===== config.mk =====
export PLATFORM = sky130hd
export DESIGN_NAME = gpb_pin_bank
export DESIGN_NICKNAME = d
export VERILOG_FILES = /design/src/gpb_pkg.sv /design/src/gpb_pin_bank.sv
export SDC_FILE = /design/constraint.sdc
export NUM_CORES = 1
export LEC_CHECK = 0
export BUFFER_PORTS_ARGS = -buffer_cell sky130_fd_sc_hd__buf_2
export CORE_UTILIZATION = 40
export DETAILED_ROUTE_END_ITERATION = 10
export PLACE_DENSITY = 0.75
export SETUP_SLACK_MARGIN = 0.4
export SYNTH_ARGS = -nofsm -noshare
export SYNTH_HDL_FRONTEND = slang
export SYNTH_SLANG_ARGS = --single-unit

===== constraint.sdc =====
create_clock -name I_REF_CLK -period 2.9 [get_ports I_REF_CLK]
set_clock_uncertainty 0.2 [all_clocks]
set_input_delay 0 -clock I_REF_CLK [delete_from_list [all_inputs] [get_ports I_REF_CLK]]
set_output_delay 0 -clock I_REF_CLK [all_outputs]
set_load 0.01 [all_outputs]

===== src/gpb_pkg.sv =====
//
// Contract
// - bit 0: one means input, zero output
// - bit 1 inverts pin value when set
// - bit 7: one open-drain, zero push-pull
// - bit 2 routes single alternate function
// - pin 4.1 selector: edge irq, density, gpio
// - pin 4.3 code 11: edge interrupt input
// - pin 4.3 code 10: port select, edge events
// - lock mode: non-inverted input, bits ignored
// - lock code sticks until a reset
// - pin 4.3 selector cleared by every reset
// - lock, pin high: disable register read-only
// - lock, pin low: disable register writable
// - power event output active low, bit 1 still inverts
package gpb_pkg;
    localparam int NUM_PINS = 6;
    localparam int ADDR_W = 8;
    localparam int DATA_W = 32;
    localparam int REG_W = 8;
    // register indexes, byte address is four times the index
    localparam logic [5:0] IDX_PIN_3_6 = 6'h39;
    localparam logic [5:0] IDX_PIN_3_7 = 6'h3a;
    localparam logic [5:0] IDX_PIN_4_0 = 6'h3b;
    localparam logic [5:0] IDX_PIN_4_1 = 6'h3c;
    localparam logic [5:0] IDX_PIN_4_2 = 6'h3d;
    localparam logic [5:0] IDX_PIN_4_3 = 6'h3e;
    localparam logic [5:0] IDX_DATA = 6'h30;
    localparam logic [5:0] IDX_DEV_DISABLE = 6'h31;
    localparam logic [5:0] IDX_IRQ_STATUS = 6'h32;
    localparam logic [5:0] IDX_IRQ_MASK = 6'h33;
    // pin positions in the bank
    localparam int PIN_3_6 = 0;
    localparam int PIN_3_7 = 1;
    localparam int PIN_4_0 = 2;
    localparam int PIN_4_1 = 3;
    localparam int PIN_4_2 = 4;
    localparam int PIN_4_3 = 5;
    // control fields
    localparam int BIT_DIR = 0;
    localparam int BIT_POL = 1;
    localparam int BIT_ALT = 2;
    localparam int BIT_ODRAIN = 7;
    localparam logic [1:0] SEL_GPIO = 2'h0;
    localparam logic [1:0] SEL_01 = 2'h1;
    localparam logic [1:0] SEL_10 = 2'h2;
    localparam logic [1:0] SEL_11 = 2'h3;
    localparam logic [7:0] CTL_RESET = 8'h01;
    localparam logic [7:0] MASK_SEL1 = 8'h87;
    localparam logic [7:0] MASK_SEL2 = 8'h8f;
    // status bits
    localparam int ST_EDGE_IRQ2 = 0;
    localparam int ST_EDGE_IRQ3 = 1;
    localparam int ST_PORT_SEL_EVT = 2;
    localparam int ST_W = 3;
    localparam logic [1:0] RESP_OKAY = 2'h0;
    localparam logic [1:0] RESP_DECERR = 2'h3;
endpackage : gpb_pkg


===== src/gpb_pin_bank.sv =====
`timescale 1ns/10ps
module gpb_pin_bank
    import gpb_pkg::*;
(
    input wire logic I_REF_CLK,
    input wire logic I_RESET,
    input wire logic I_CE,
    input wire logic I_MAIN_POR,
    input wire logic I_HARD_RESET,
    input wire logic [ADDR_W-1:0] I_AXI_AWADDR,
    input wire logic I_AXI_AWVALID,
    output logic O_AXI_AWREADY,
    input wire logic [DATA_W-1:0] I_AXI_WDATA,
    input wire logic [3:0] I_AXI_WSTRB,
    input wire logic I_AXI_WVALID,
    output logic O_AXI_WREADY,
    output logic [1:0] O_AXI_BRESP,
    output logic O_AXI_BVALID,
    input wire logic I_AXI_BREADY,
    input wire logic [ADDR_W-1:0] I_AXI_ARADDR,
    input wire logic I_AXI_ARVALID,
    output logic O_AXI_ARREADY,
    output logic [DATA_W-1:0] O_AXI_RDATA,
    output logic [1:0] O_AXI_RRESP,
    output logic O_AXI_RVALID,
    input wire logic I_AXI_RREADY,
    input wire logic [NUM_PINS-1:0] I_PIN_IN,
    output logic [NUM_PINS-1:0] O_PIN_OUT,
    output logic [NUM_PINS-1:0] O_PIN_OE,
    input wire logic I_KEYBOARD_RESET_OUT,
    input wire logic I_GATE_A20_OUT,
    input wire logic I_DRIVE_DENSITY_SEL0,
    input wire logic I_DRIVE_DENSITY_SEL1,
    input wire logic I_POWER_EVENT,
    input wire logic I_FLOPPY_PARPORT_SELECT,
    output logic [REG_W-1:0] O_DEVICE_DISABLE,
    output logic O_LOCK_MODE,
    output logic O_IRQ
);

    ////////////////////////////////////////////////////////////////////////////
    // state
    logic [REG_W-1:0] ctl_q [NUM_PINS];
    logic [NUM_PINS-1:0] data_q;
    logic [REG_W-1:0] dev_dis_q;
    logic [ST_W-1:0] status_q;
    logic [ST_W-1:0] mask_q;
    logic [NUM_PINS-1:0] pin_in_q;
    logic [NUM_PINS-1:0] pin_prev_q;
    logic aw_have_q;
    logic w_have_q;
    logic [ADDR_W-1:0] awaddr_q;
    logic [REG_W-1:0] wdata_q;
    logic wstrb0_q;
    logic awready_q;
    logic wready_q;
    logic bvalid_q;
    logic [1:0] bresp_q;
    logic arready_q;
    logic rvalid_q;
    logic [DATA_W-1:0] rdata_q;
    logic [1:0] rresp_q;
    logic irq_q;
    logic [NUM_PINS-1:0] pin_out_q;
    logic [NUM_PINS-1:0] pin_oe_q;

    ////////////////////////////////////////////////////////////////////////////
    // decode of pin modes
    logic [1:0] sel_4_1;
    logic [1:0] sel_4_3;
    logic lock_mode;
    logic [NUM_PINS-1:0] alt_out;
    logic [NUM_PINS-1:0] alt_val;
    logic [NUM_PINS-1:0] force_in;
    logic [NUM_PINS-1:0] force_no_inv;
    logic [NUM_PINS-1:0] pin_val;
    logic [NUM_PINS-1:0] pin_edge;

    assign sel_4_1 = ctl_q[PIN_4_1][3:2];
    assign sel_4_3 = ctl_q[PIN_4_3][3:2];
    assign lock_mode = (sel_4_3 == SEL_01);
    assign pin_edge = pin_in_q ^ pin_prev_q;

    always_comb begin
        alt_out = '0;
        alt_val = '0;
        force_in = '0;
        force_no_inv = '0;
        alt_out[PIN_3_6] = ctl_q[PIN_3_6][BIT_ALT];
        alt_val[PIN_3_6] = I_KEYBOARD_RESET_OUT;
        alt_out[PIN_3_7] = ctl_q[PIN_3_7][BIT_ALT];
        alt_val[PIN_3_7] = I_GATE_A20_OUT;
        alt_out[PIN_4_0] = ctl_q[PIN_4_0][BIT_ALT];
        alt_val[PIN_4_0] = I_DRIVE_DENSITY_SEL0;
        // power event drives low when asserted
        alt_out[PIN_4_2] = ctl_q[PIN_4_2][BIT_ALT];
        alt_val[PIN_4_2] = ~I_POWER_EVENT;
        case (sel_4_1)
            SEL_10: begin
                force_in[PIN_4_1] = 1'b1;
            end
            SEL_01: begin
                alt_out[PIN_4_1] = 1'b1;
                alt_val[PIN_4_1] = I_DRIVE_DENSITY_SEL1;
            end
            default: begin
                alt_out[PIN_4_1] = 1'b0;
            end
        endcase
        case (sel_4_3)
            SEL_11: begin
                force_in[PIN_4_3] = 1'b1;
            end
            SEL_10: begin
                alt_out[PIN_4_3] = 1'b1;
                alt_val[PIN_4_3] = I_FLOPPY_PARPORT_SELECT;
            end
            SEL_01: begin
                force_in[PIN_4_3] = 1'b1;
                force_no_inv[PIN_4_3] = 1'b1;
            end
            default: begin
                alt_out[PIN_4_3] = 1'b0;
            end
        endcase
    end

    ////////////////////////////////////////////////////////////////////////////
    // per-pin drive and sampling
    genvar gi;
    generate
        for (gi = 0; gi < NUM_PINS; gi++) begin : g_pin
            logic pol;
            logic drive;
            logic value;
            assign pol = ctl_q[gi][BIT_POL] & ~force_no_inv[gi];
            assign pin_val[gi] = pin_in_q[gi] ^ pol;
            assign drive = alt_out[gi] | (~ctl_q[gi][BIT_DIR] & ~force_in[gi]);
            assign value = (alt_out[gi] ? alt_val[gi] : data_q[gi]) ^ pol;

            always_ff @(posedge I_REF_CLK) begin
                if (I_RESET) begin
                    pin_out_q[gi] <= 1'b0;
                    pin_oe_q[gi] <= 1'b0;
                end else if (I_CE) begin
                    if (ctl_q[gi][BIT_ODRAIN]) begin
                        pin_out_q[gi] <= 1'b0;
                        pin_oe_q[gi] <= drive & ~value;
                    end else begin
                        pin_out_q[gi] <= value;
                        pin_oe_q[gi] <= drive;
                    end
                end
            end
        end
    endgenerate

    always_ff @(posedge I_REF_CLK) begin
        if (I_RESET) begin
            pin_in_q <= '0;
            pin_prev_q <= '0;
        end else if (I_CE) begin
            pin_in_q <= I_PIN_IN;
            pin_prev_q <= pin_in_q;
        end
    end

    ////////////////////////////////////////////////////////////////////////////
    // axi write channel
    logic wr_en;
    logic [5:0] wr_idx;
    logic wr_hit;

    assign wr_en = aw_have_q & w_have_q & ~bvalid_q & wstrb0_q;
    assign wr_idx = awaddr_q[ADDR_W-1:2];

    always_comb begin
        case (wr_idx)
            IDX_PIN_3_6, IDX_PIN_3_7, IDX_PIN_4_0, IDX_PIN_4_1, IDX_PIN_4_2, IDX_PIN_4_3,
            IDX_DATA, IDX_DEV_DISABLE, IDX_IRQ_STATUS, IDX_IRQ_MASK: begin
                wr_hit = 1'b1;
            end
            default: begin
                wr_hit = 1'b0;
            end
        endcase
    end

    always_ff @(posedge I_REF_CLK) begin
        if (I_RESET) begin
            aw_have_q <= 1'b0;
            w_have_q <= 1'b0;
            awaddr_q <= '0;
            wdata_q <= '0;
            wstrb0_q <= 1'b0;
            awready_q <= 1'b0;
            wready_q <= 1'b0;
            bvalid_q <= 1'b0;
            bresp_q <= RESP_OKAY;
        end else if (I_CE) begin
            if (awready_q && I_AXI_AWVALID) begin
                aw_have_q <= 1'b1;
                awready_q <= 1'b0;
                awaddr_q <= I_AXI_AWADDR;
            end else if (!aw_have_q && !bvalid_q) begin
                awready_q <= 1'b1;
            end
            if (wready_q && I_AXI_WVALID) begin
                w_have_q <= 1'b1;
                wready_q <= 1'b0;
                wdata_q <= I_AXI_WDATA[REG_W-1:0];
                wstrb0_q <= I_AXI_WSTRB[0];
            end else if (!w_have_q && !bvalid_q) begin
                wready_q <= 1'b1;
            end
            if (aw_have_q && w_have_q && !bvalid_q) begin
                bvalid_q <= 1'b1;
                bresp_q <= wr_hit ? RESP_OKAY : RESP_DECERR;
                aw_have_q <= 1'b0;
                w_have_q <= 1'b0;
            end else if (bvalid_q && I_AXI_BREADY) begin
                bvalid_q <= 1'b0;
            end
        end
    end

    ////////////////////////////////////////////////////////////////////////////
    // pin control registers
    genvar gr;
    generate
        for (gr = 0; gr < NUM_PINS; gr++) begin : g_ctl
            localparam logic [5:0] IDX = IDX_PIN_3_6 + 6'(gr);
            localparam logic [7:0] WMASK = (gr == PIN_4_1 || gr == PIN_4_3) ? MASK_SEL2 : MASK_SEL1;
            always_ff @(posedge I_REF_CLK) begin
                if (I_RESET) begin
                    ctl_q[gr] <= CTL_RESET;
                end else if (gr == PIN_4_3 && (I_MAIN_POR || I_HARD_RESET)) begin
                    ctl_q[gr][3:2] <= SEL_GPIO;
                end else if (I_CE && wr_en && wr_idx == IDX) begin
                    ctl_q[gr] <= wdata_q & WMASK;
                    if (gr == PIN_4_3 && lock_mode) begin
                        ctl_q[gr][3:2] <= SEL_01;
                    end
                end
            end
        end
    endgenerate

    ////////////////////////////////////////////////////////////////////////////
    // data, device disable, interrupt registers
    always_ff @(posedge I_REF_CLK) begin
        if (I_RESET) begin
            data_q <= '0;
        end else if (I_CE && wr_en && wr_idx == IDX_DATA) begin
            data_q <= wdata_q[NUM_PINS-1:0];
        end
    end

    always_ff @(posedge I_REF_CLK) begin
        if (I_RESET) begin
            dev_dis_q <= '0;
        end else if (I_CE && wr_en && wr_idx == IDX_DEV_DISABLE) begin
            // pin high blocks writes in lock mode
            if (!(lock_mode && pin_in_q[PIN_4_3])) begin
                dev_dis_q <= wdata_q;
            end
        end
    end

    logic [ST_W-1:0] st_set;
    always_comb begin
        st_set = '0;
        st_set[ST_EDGE_IRQ2] = (sel_4_1 == SEL_10) & pin_edge[PIN_4_1];
        st_set[ST_EDGE_IRQ3] = (sel_4_3 == SEL_11) & pin_edge[PIN_4_3];
        // port select event on either edge
        st_set[ST_PORT_SEL_EVT] = (sel_4_3 == SEL_10) & pin_edge[PIN_4_3];
    end

    always_ff @(posedge I_REF_CLK) begin
        if (I_RESET) begin
            status_q <= '0;
        end else if (I_CE) begin
            if (wr_en && wr_idx == IDX_IRQ_STATUS) begin
                status_q <= (status_q & ~wdata_q[ST_W-1:0]) | st_set;
            end else begin
                status_q <= status_q | st_set;
            end
        end
    end

    always_ff @(posedge I_REF_CLK) begin
        if (I_RESET) begin
            mask_q <= '0;
        end else if (I_CE && wr_en && wr_idx == IDX_IRQ_MASK) begin
            mask_q <= wdata_q[ST_W-1:0];
        end
    end

    always_ff @(posedge I_REF_CLK) begin
        if (I_RESET) begin
            irq_q <= 1'b0;
        end else if (I_CE) begin
            irq_q <= |(status_q & mask_q);
        end
    end

    ////////////////////////////////////////////////////////////////////////////
    // axi read channel
    logic [REG_W-1:0] rd_val;
    logic rd_hit;
    logic [5:0] rd_idx;
    assign rd_idx = I_AXI_ARADDR[ADDR_W-1:2];

    always_comb begin
        rd_val = '0;
        rd_hit = 1'b1;
        case (rd_idx)
            IDX_PIN_3_6: rd_val = ctl_q[PIN_3_6];
            IDX_PIN_3_7: rd_val = ctl_q[PIN_3_7];
            IDX_PIN_4_0: rd_val = ctl_q[PIN_4_0];
            IDX_PIN_4_1: rd_val = ctl_q[PIN_4_1];
            IDX_PIN_4_2: rd_val = ctl_q[PIN_4_2];
            IDX_PIN_4_3: rd_val = ctl_q[PIN_4_3];
            IDX_DATA: rd_val = {2'h0, pin_val};
            IDX_DEV_DISABLE: rd_val = dev_dis_q;
            IDX_IRQ_STATUS: rd_val = {5'h0, status_q};
            IDX_IRQ_MASK: rd_val = {5'h0, mask_q};
            default: rd_hit = 1'b0;
        endcase
    end

    always_ff @(posedge I_REF_CLK) begin
        if (I_RESET) begin
            arready_q <= 1'b0;
            rvalid_q <= 1'b0;
            rdata_q <= '0;
            rresp_q <= RESP_OKAY;
        end else if (I_CE) begin
            if (arready_q && I_AXI_ARVALID) begin
                arready_q <= 1'b0;
                rvalid_q <= 1'b1;
                rdata_q <= {24'h0, rd_val};
                rresp_q <= rd_hit ? RESP_OKAY : RESP_DECERR;
            end else if (rvalid_q && I_AXI_RREADY) begin
                rvalid_q <= 1'b0;
            end else if (!rvalid_q) begin
                arready_q <= 1'b1;
            end
        end
    end

    ////////////////////////////////////////////////////////////////////////////
    // outputs
    logic lock_q;
    always_ff @(posedge I_REF_CLK) begin
        if (I_RESET) begin
            lock_q <= 1'b0;
        end else if (I_CE) begin
            lock_q <= lock_mode;
        end
    end

    assign O_AXI_AWREADY = awready_q;
    assign O_AXI_WREADY = wready_q;
    assign O_AXI_BVALID = bvalid_q;
    assign O_AXI_BRESP = bresp_q;
    assign O_AXI_ARREADY = arready_q;
    assign O_AXI_RVALID = rvalid_q;
    assign O_AXI_RDATA = rdata_q;
    assign O_AXI_RRESP = rresp_q;
    assign O_PIN_OUT = pin_out_q;
    assign O_PIN_OE = pin_oe_q;
    assign O_DEVICE_DISABLE = dev_dis_q;
    assign O_LOCK_MODE = lock_q;
    assign O_IRQ = irq_q;

endmodule : gpb_pin_bank


==> impl_results.md <==
* Status: completed
* Register area at 2260 um^2
* Worst setup EP type: flip-flop
* Synth top area share at 31.3%
* Top FF cell, synth: dfxtp_1
* Tot Pwr at 3220 uW
* Fraction of layout cells with a size suffix above 1 at 17.7%
* Vias in the first global route at 4043
* Pwr/cell area at 537 nW/um^2
* Final setup vio count at 0
* Largest family of logic cells by synthesized area: simple AND/OR/NAND/NOR gates
* Compound-gate portion of the synthesized area at 14.0%
* Critical path's slowest cell: or4_1
* Clock Sinks at 100
* Synth Area in Simple Gates at 18.6%
* Sw frac at 21.8%
* Post-synth top cells: dfxtp_1 (74), nor2_1 (55), nand2_1 (49)
* Leak at 0.00256 uW
* Synth Register Bits at 100
* Slew Limit Fails at 0
* Fin. Hold Viols at 0
* VDD IR max at 276 uV
* Setup_tns at 0 ns
* Vias/cell at 5.34
* Mapped Area at 4730 um^2
* Fmax at 0.432 GHz
* Synth area leader: dfxtp_1
* Synth unique cells at 60
* Family with the most delay on the worst path: simple AND/OR/NAND/NOR gates
* Crit path kind: flip-flop to flip-flop
* Synth Warn # at 0
* Initial Util at 41.3%
* Maxcap violations at 0
* Largest cells by area after synthesis: dfxtp_1 (31%), edfxtp_1 (16%), mux2i_1 (8.0%), nor2_1 (4.4%), buf_4 (4.3%)
* Worst R2R Start: O_AXI_BVALID$_SDFFE_PP0P_
* Placed Area at 5160 um^2
* Wire per inst at 16.7 um
* Clock buffer count from CTS at 9
* Slowest stage delay, CP at 0.75 ns
* Die Y at 111 um
* Most numerous cell in the Yosys netlist: dfxtp_1
* CTS Buffer Depth at 2
* Largest net degree at the start of global routing at 35
* Max Fanout on Critical Path at 8
* Iteration-0 DRC Markers at 225
* Io pins at 137
* Fill count at 1036
* # H-tree levels at 3
* Sequential-to-total area share from yosys stat at 47.8%
* Final ANT Viol Nets at 0
* Cell Rows at 39
* TritonCTS clock tree: yes
* Min-delay src: I_AXI_ARADDR[4]
* Multi-input logic area at 2200 um^2
* Post-synthesis mux area share at 9.70%
* Worst EP required at 2.91 ns
* EDFF count, synth at 26
* Final period util at 79.9%
* Post-CTS Setup Bufs at 0
* Comb power frac at 8.6%
* Total Nets Final at 697
* Initial antenna violation count at 0
* Routability Congestion at 0.838
* Hold Buf Count CTS at 48
* Final core utilization at 52.3%
* Worst setup SP type: flip-flop
* Die area at 12300 um^2
* Routed vias at 4118
* CORE AREA at 11500 um^2
* WL final at 12900 um
* Clock latency on the worst-skew pair at 0.34 ns
* Post-cts sizing count at 0
* Relative slew slack at 53.0%
* Asr flop ratio synth at 0%
* Final Cell Area at 6000 um^2
* Gr usage total at 20.8%
* Actual slew at the worst max-slew pin at 0.698 ns
* WP data arrival at 2.33 ns
* Total congestion overflow at 0
* RSZ-0062 raised after global routing: no
* Worst-path clk slew at 0.06 ns
* Root buf cell: clkbuf_16
* # DRC at 0
* Fin crit period at 2.32 ns
* CP Buf/Inv Count at 0
* P_sw at 701 uW
* Post-DP HPWL at 8700 um
* Cell-internal power at 2520 uW
* Post-synthesis instance total at 505
* Part of the power in registers at 46.7%
* Syn-to-layout area delta at 26.7%
* Crit-path cells: and4b_1 -> nand4bb_1 -> or4_1 -> mux2i_1 -> nor2_1
* Syn_area_per_cell at 9.37 um^2
* Clock network power share at 44.7%
* Die X at 111 um
* Crit. Startpoint: O_AXI_BVALID$_SDFFE_PP0P_
* Class of the worst hold path: primary input to flip-flop
* XOR/XNOR Fraction of Synth Area at 2.41%
* Antenna cell count at 0
* IO Port Bufs at 81
* Synth Area in Adders at 0%
* First-pass iteration count of the detailed router at 5
* First-pass GRT wire length at 20200 um
tightest hold or removal path, delay by kind of cell:
family,cells,cell delay [ns]
AND/OR/NAND/NOR,1,0.17
buffers and inverters,1,0.12
AO/OA/AOI/OAI,2,0.22
state kept, by name, indices dropped and copies added, names as in the netlist, 2 cells and up:
name and count:
pin_in_q 6, wdata_q 8, O_PIN_OUT 6, data_q 6, pin_prev_q 2, O_DEVICE_DISABLE 8, ctl_q 26, awaddr_q 6
status_q 3, mask_q 3, O_AXI_RDATA 8, O_PIN_OE 6
logic make-up after synthesis:
logic type / count (synthesis)
other: 1
multiplexers: 42
AO/OA/AOI/OAI: 103
buffers and inverters: 66
AND/OR/NAND/NOR: 180
XOR/XNOR: 13
flip-flops: 100
power by group through the flow:
stage / clock network (uW) / logic, uW / registers [uW]
2_1_floorplan: 0 / 170 / 1520
3_3_place_gp: 0 / 222 / 1530
3_5_place_dp: 0 / 229 / 1530
4_1_cts: 1440 / 272 / 1500
5_1_grt: 1510 / 301 / 1510
6_report: 1440 / 276 / 1500
placed cells by master, fill, tap and decap left out, types with 5 or more instances in the layout:
| cell | count |
|---|---|
| nand2b_1 | 5 |
| a21oi_1 | 39 |
| nand3_1 | 8 |
| conb_1 | 24 |
| o21ai_0 | 21 |
| nor2_1 | 55 |
| nor3_1 | 13 |
| mux2i_1 | 38 |
| nand2_1 | 49 |
| xor2_1 | 10 |
| and2_1 | 14 |
| buf_2 | 81 |
| buf_4 | 8 |
| clkbuf_16 | 9 |
| nor2b_1 | 7 |
| nand4b_1 | 5 |
| inv_1 | 12 |
| edfxtp_1 | 26 |
| dfxtp_1 | 74 |
| a211oi_1 | 7 |
| dlygate4sd3_1 | 48 |
through the flow:
stage	cells	setup slack, ns	hold WS, ns
2_1_floorplan	528	0.693	-0.0640
3_3_place_gp	707	0.619	0.0300
3_5_place_dp	707	0.610	0.0456
4_1_cts	771	0.601	0.00701
5_1_grt	771	0.437	0.0464
6_report	771	0.584	0.00980
routing by layer:
metal	up-vias	GRT usage [%]	part of all wire, %
met5	-	0	0
met4	0	8.71	2.0
met3	22	4.10	7.0
met2	176	35.6	48
met1	1952	25.5	43
li1	1968	-	-
area by class of cell:
cell class | instances | area share [%]
tap | 143 | 2.98
clock buffer | 11 | 3.88
sequential | 100 | 37.7
clock inverter | 5 | 2.07
timing repair buffer | 137 | 15.8
inverter | 13 | 0.814
multi-input combinational | 362 | 36.8
final timing paths:
| path | to | slack, ns | depth (start not counted) |
|---|---|---|---|
| setup / recovery | data_q[5]$_SDFFE_PP0P_ | 0.58 | 5 |
| hold / removal | O_AXI_RDATA[7]$_SDFFE_PP0P_ | 0.01 | 4 |
| hold reg to reg | O_PIN_OE[0]$_SDFFE_PP0P_ | 0.26 | 2 |
| setup reg to reg | data_q[5]$_SDFFE_PP0P_ | 0.58 | 5 |
Power figures use the tool's default switching activity.
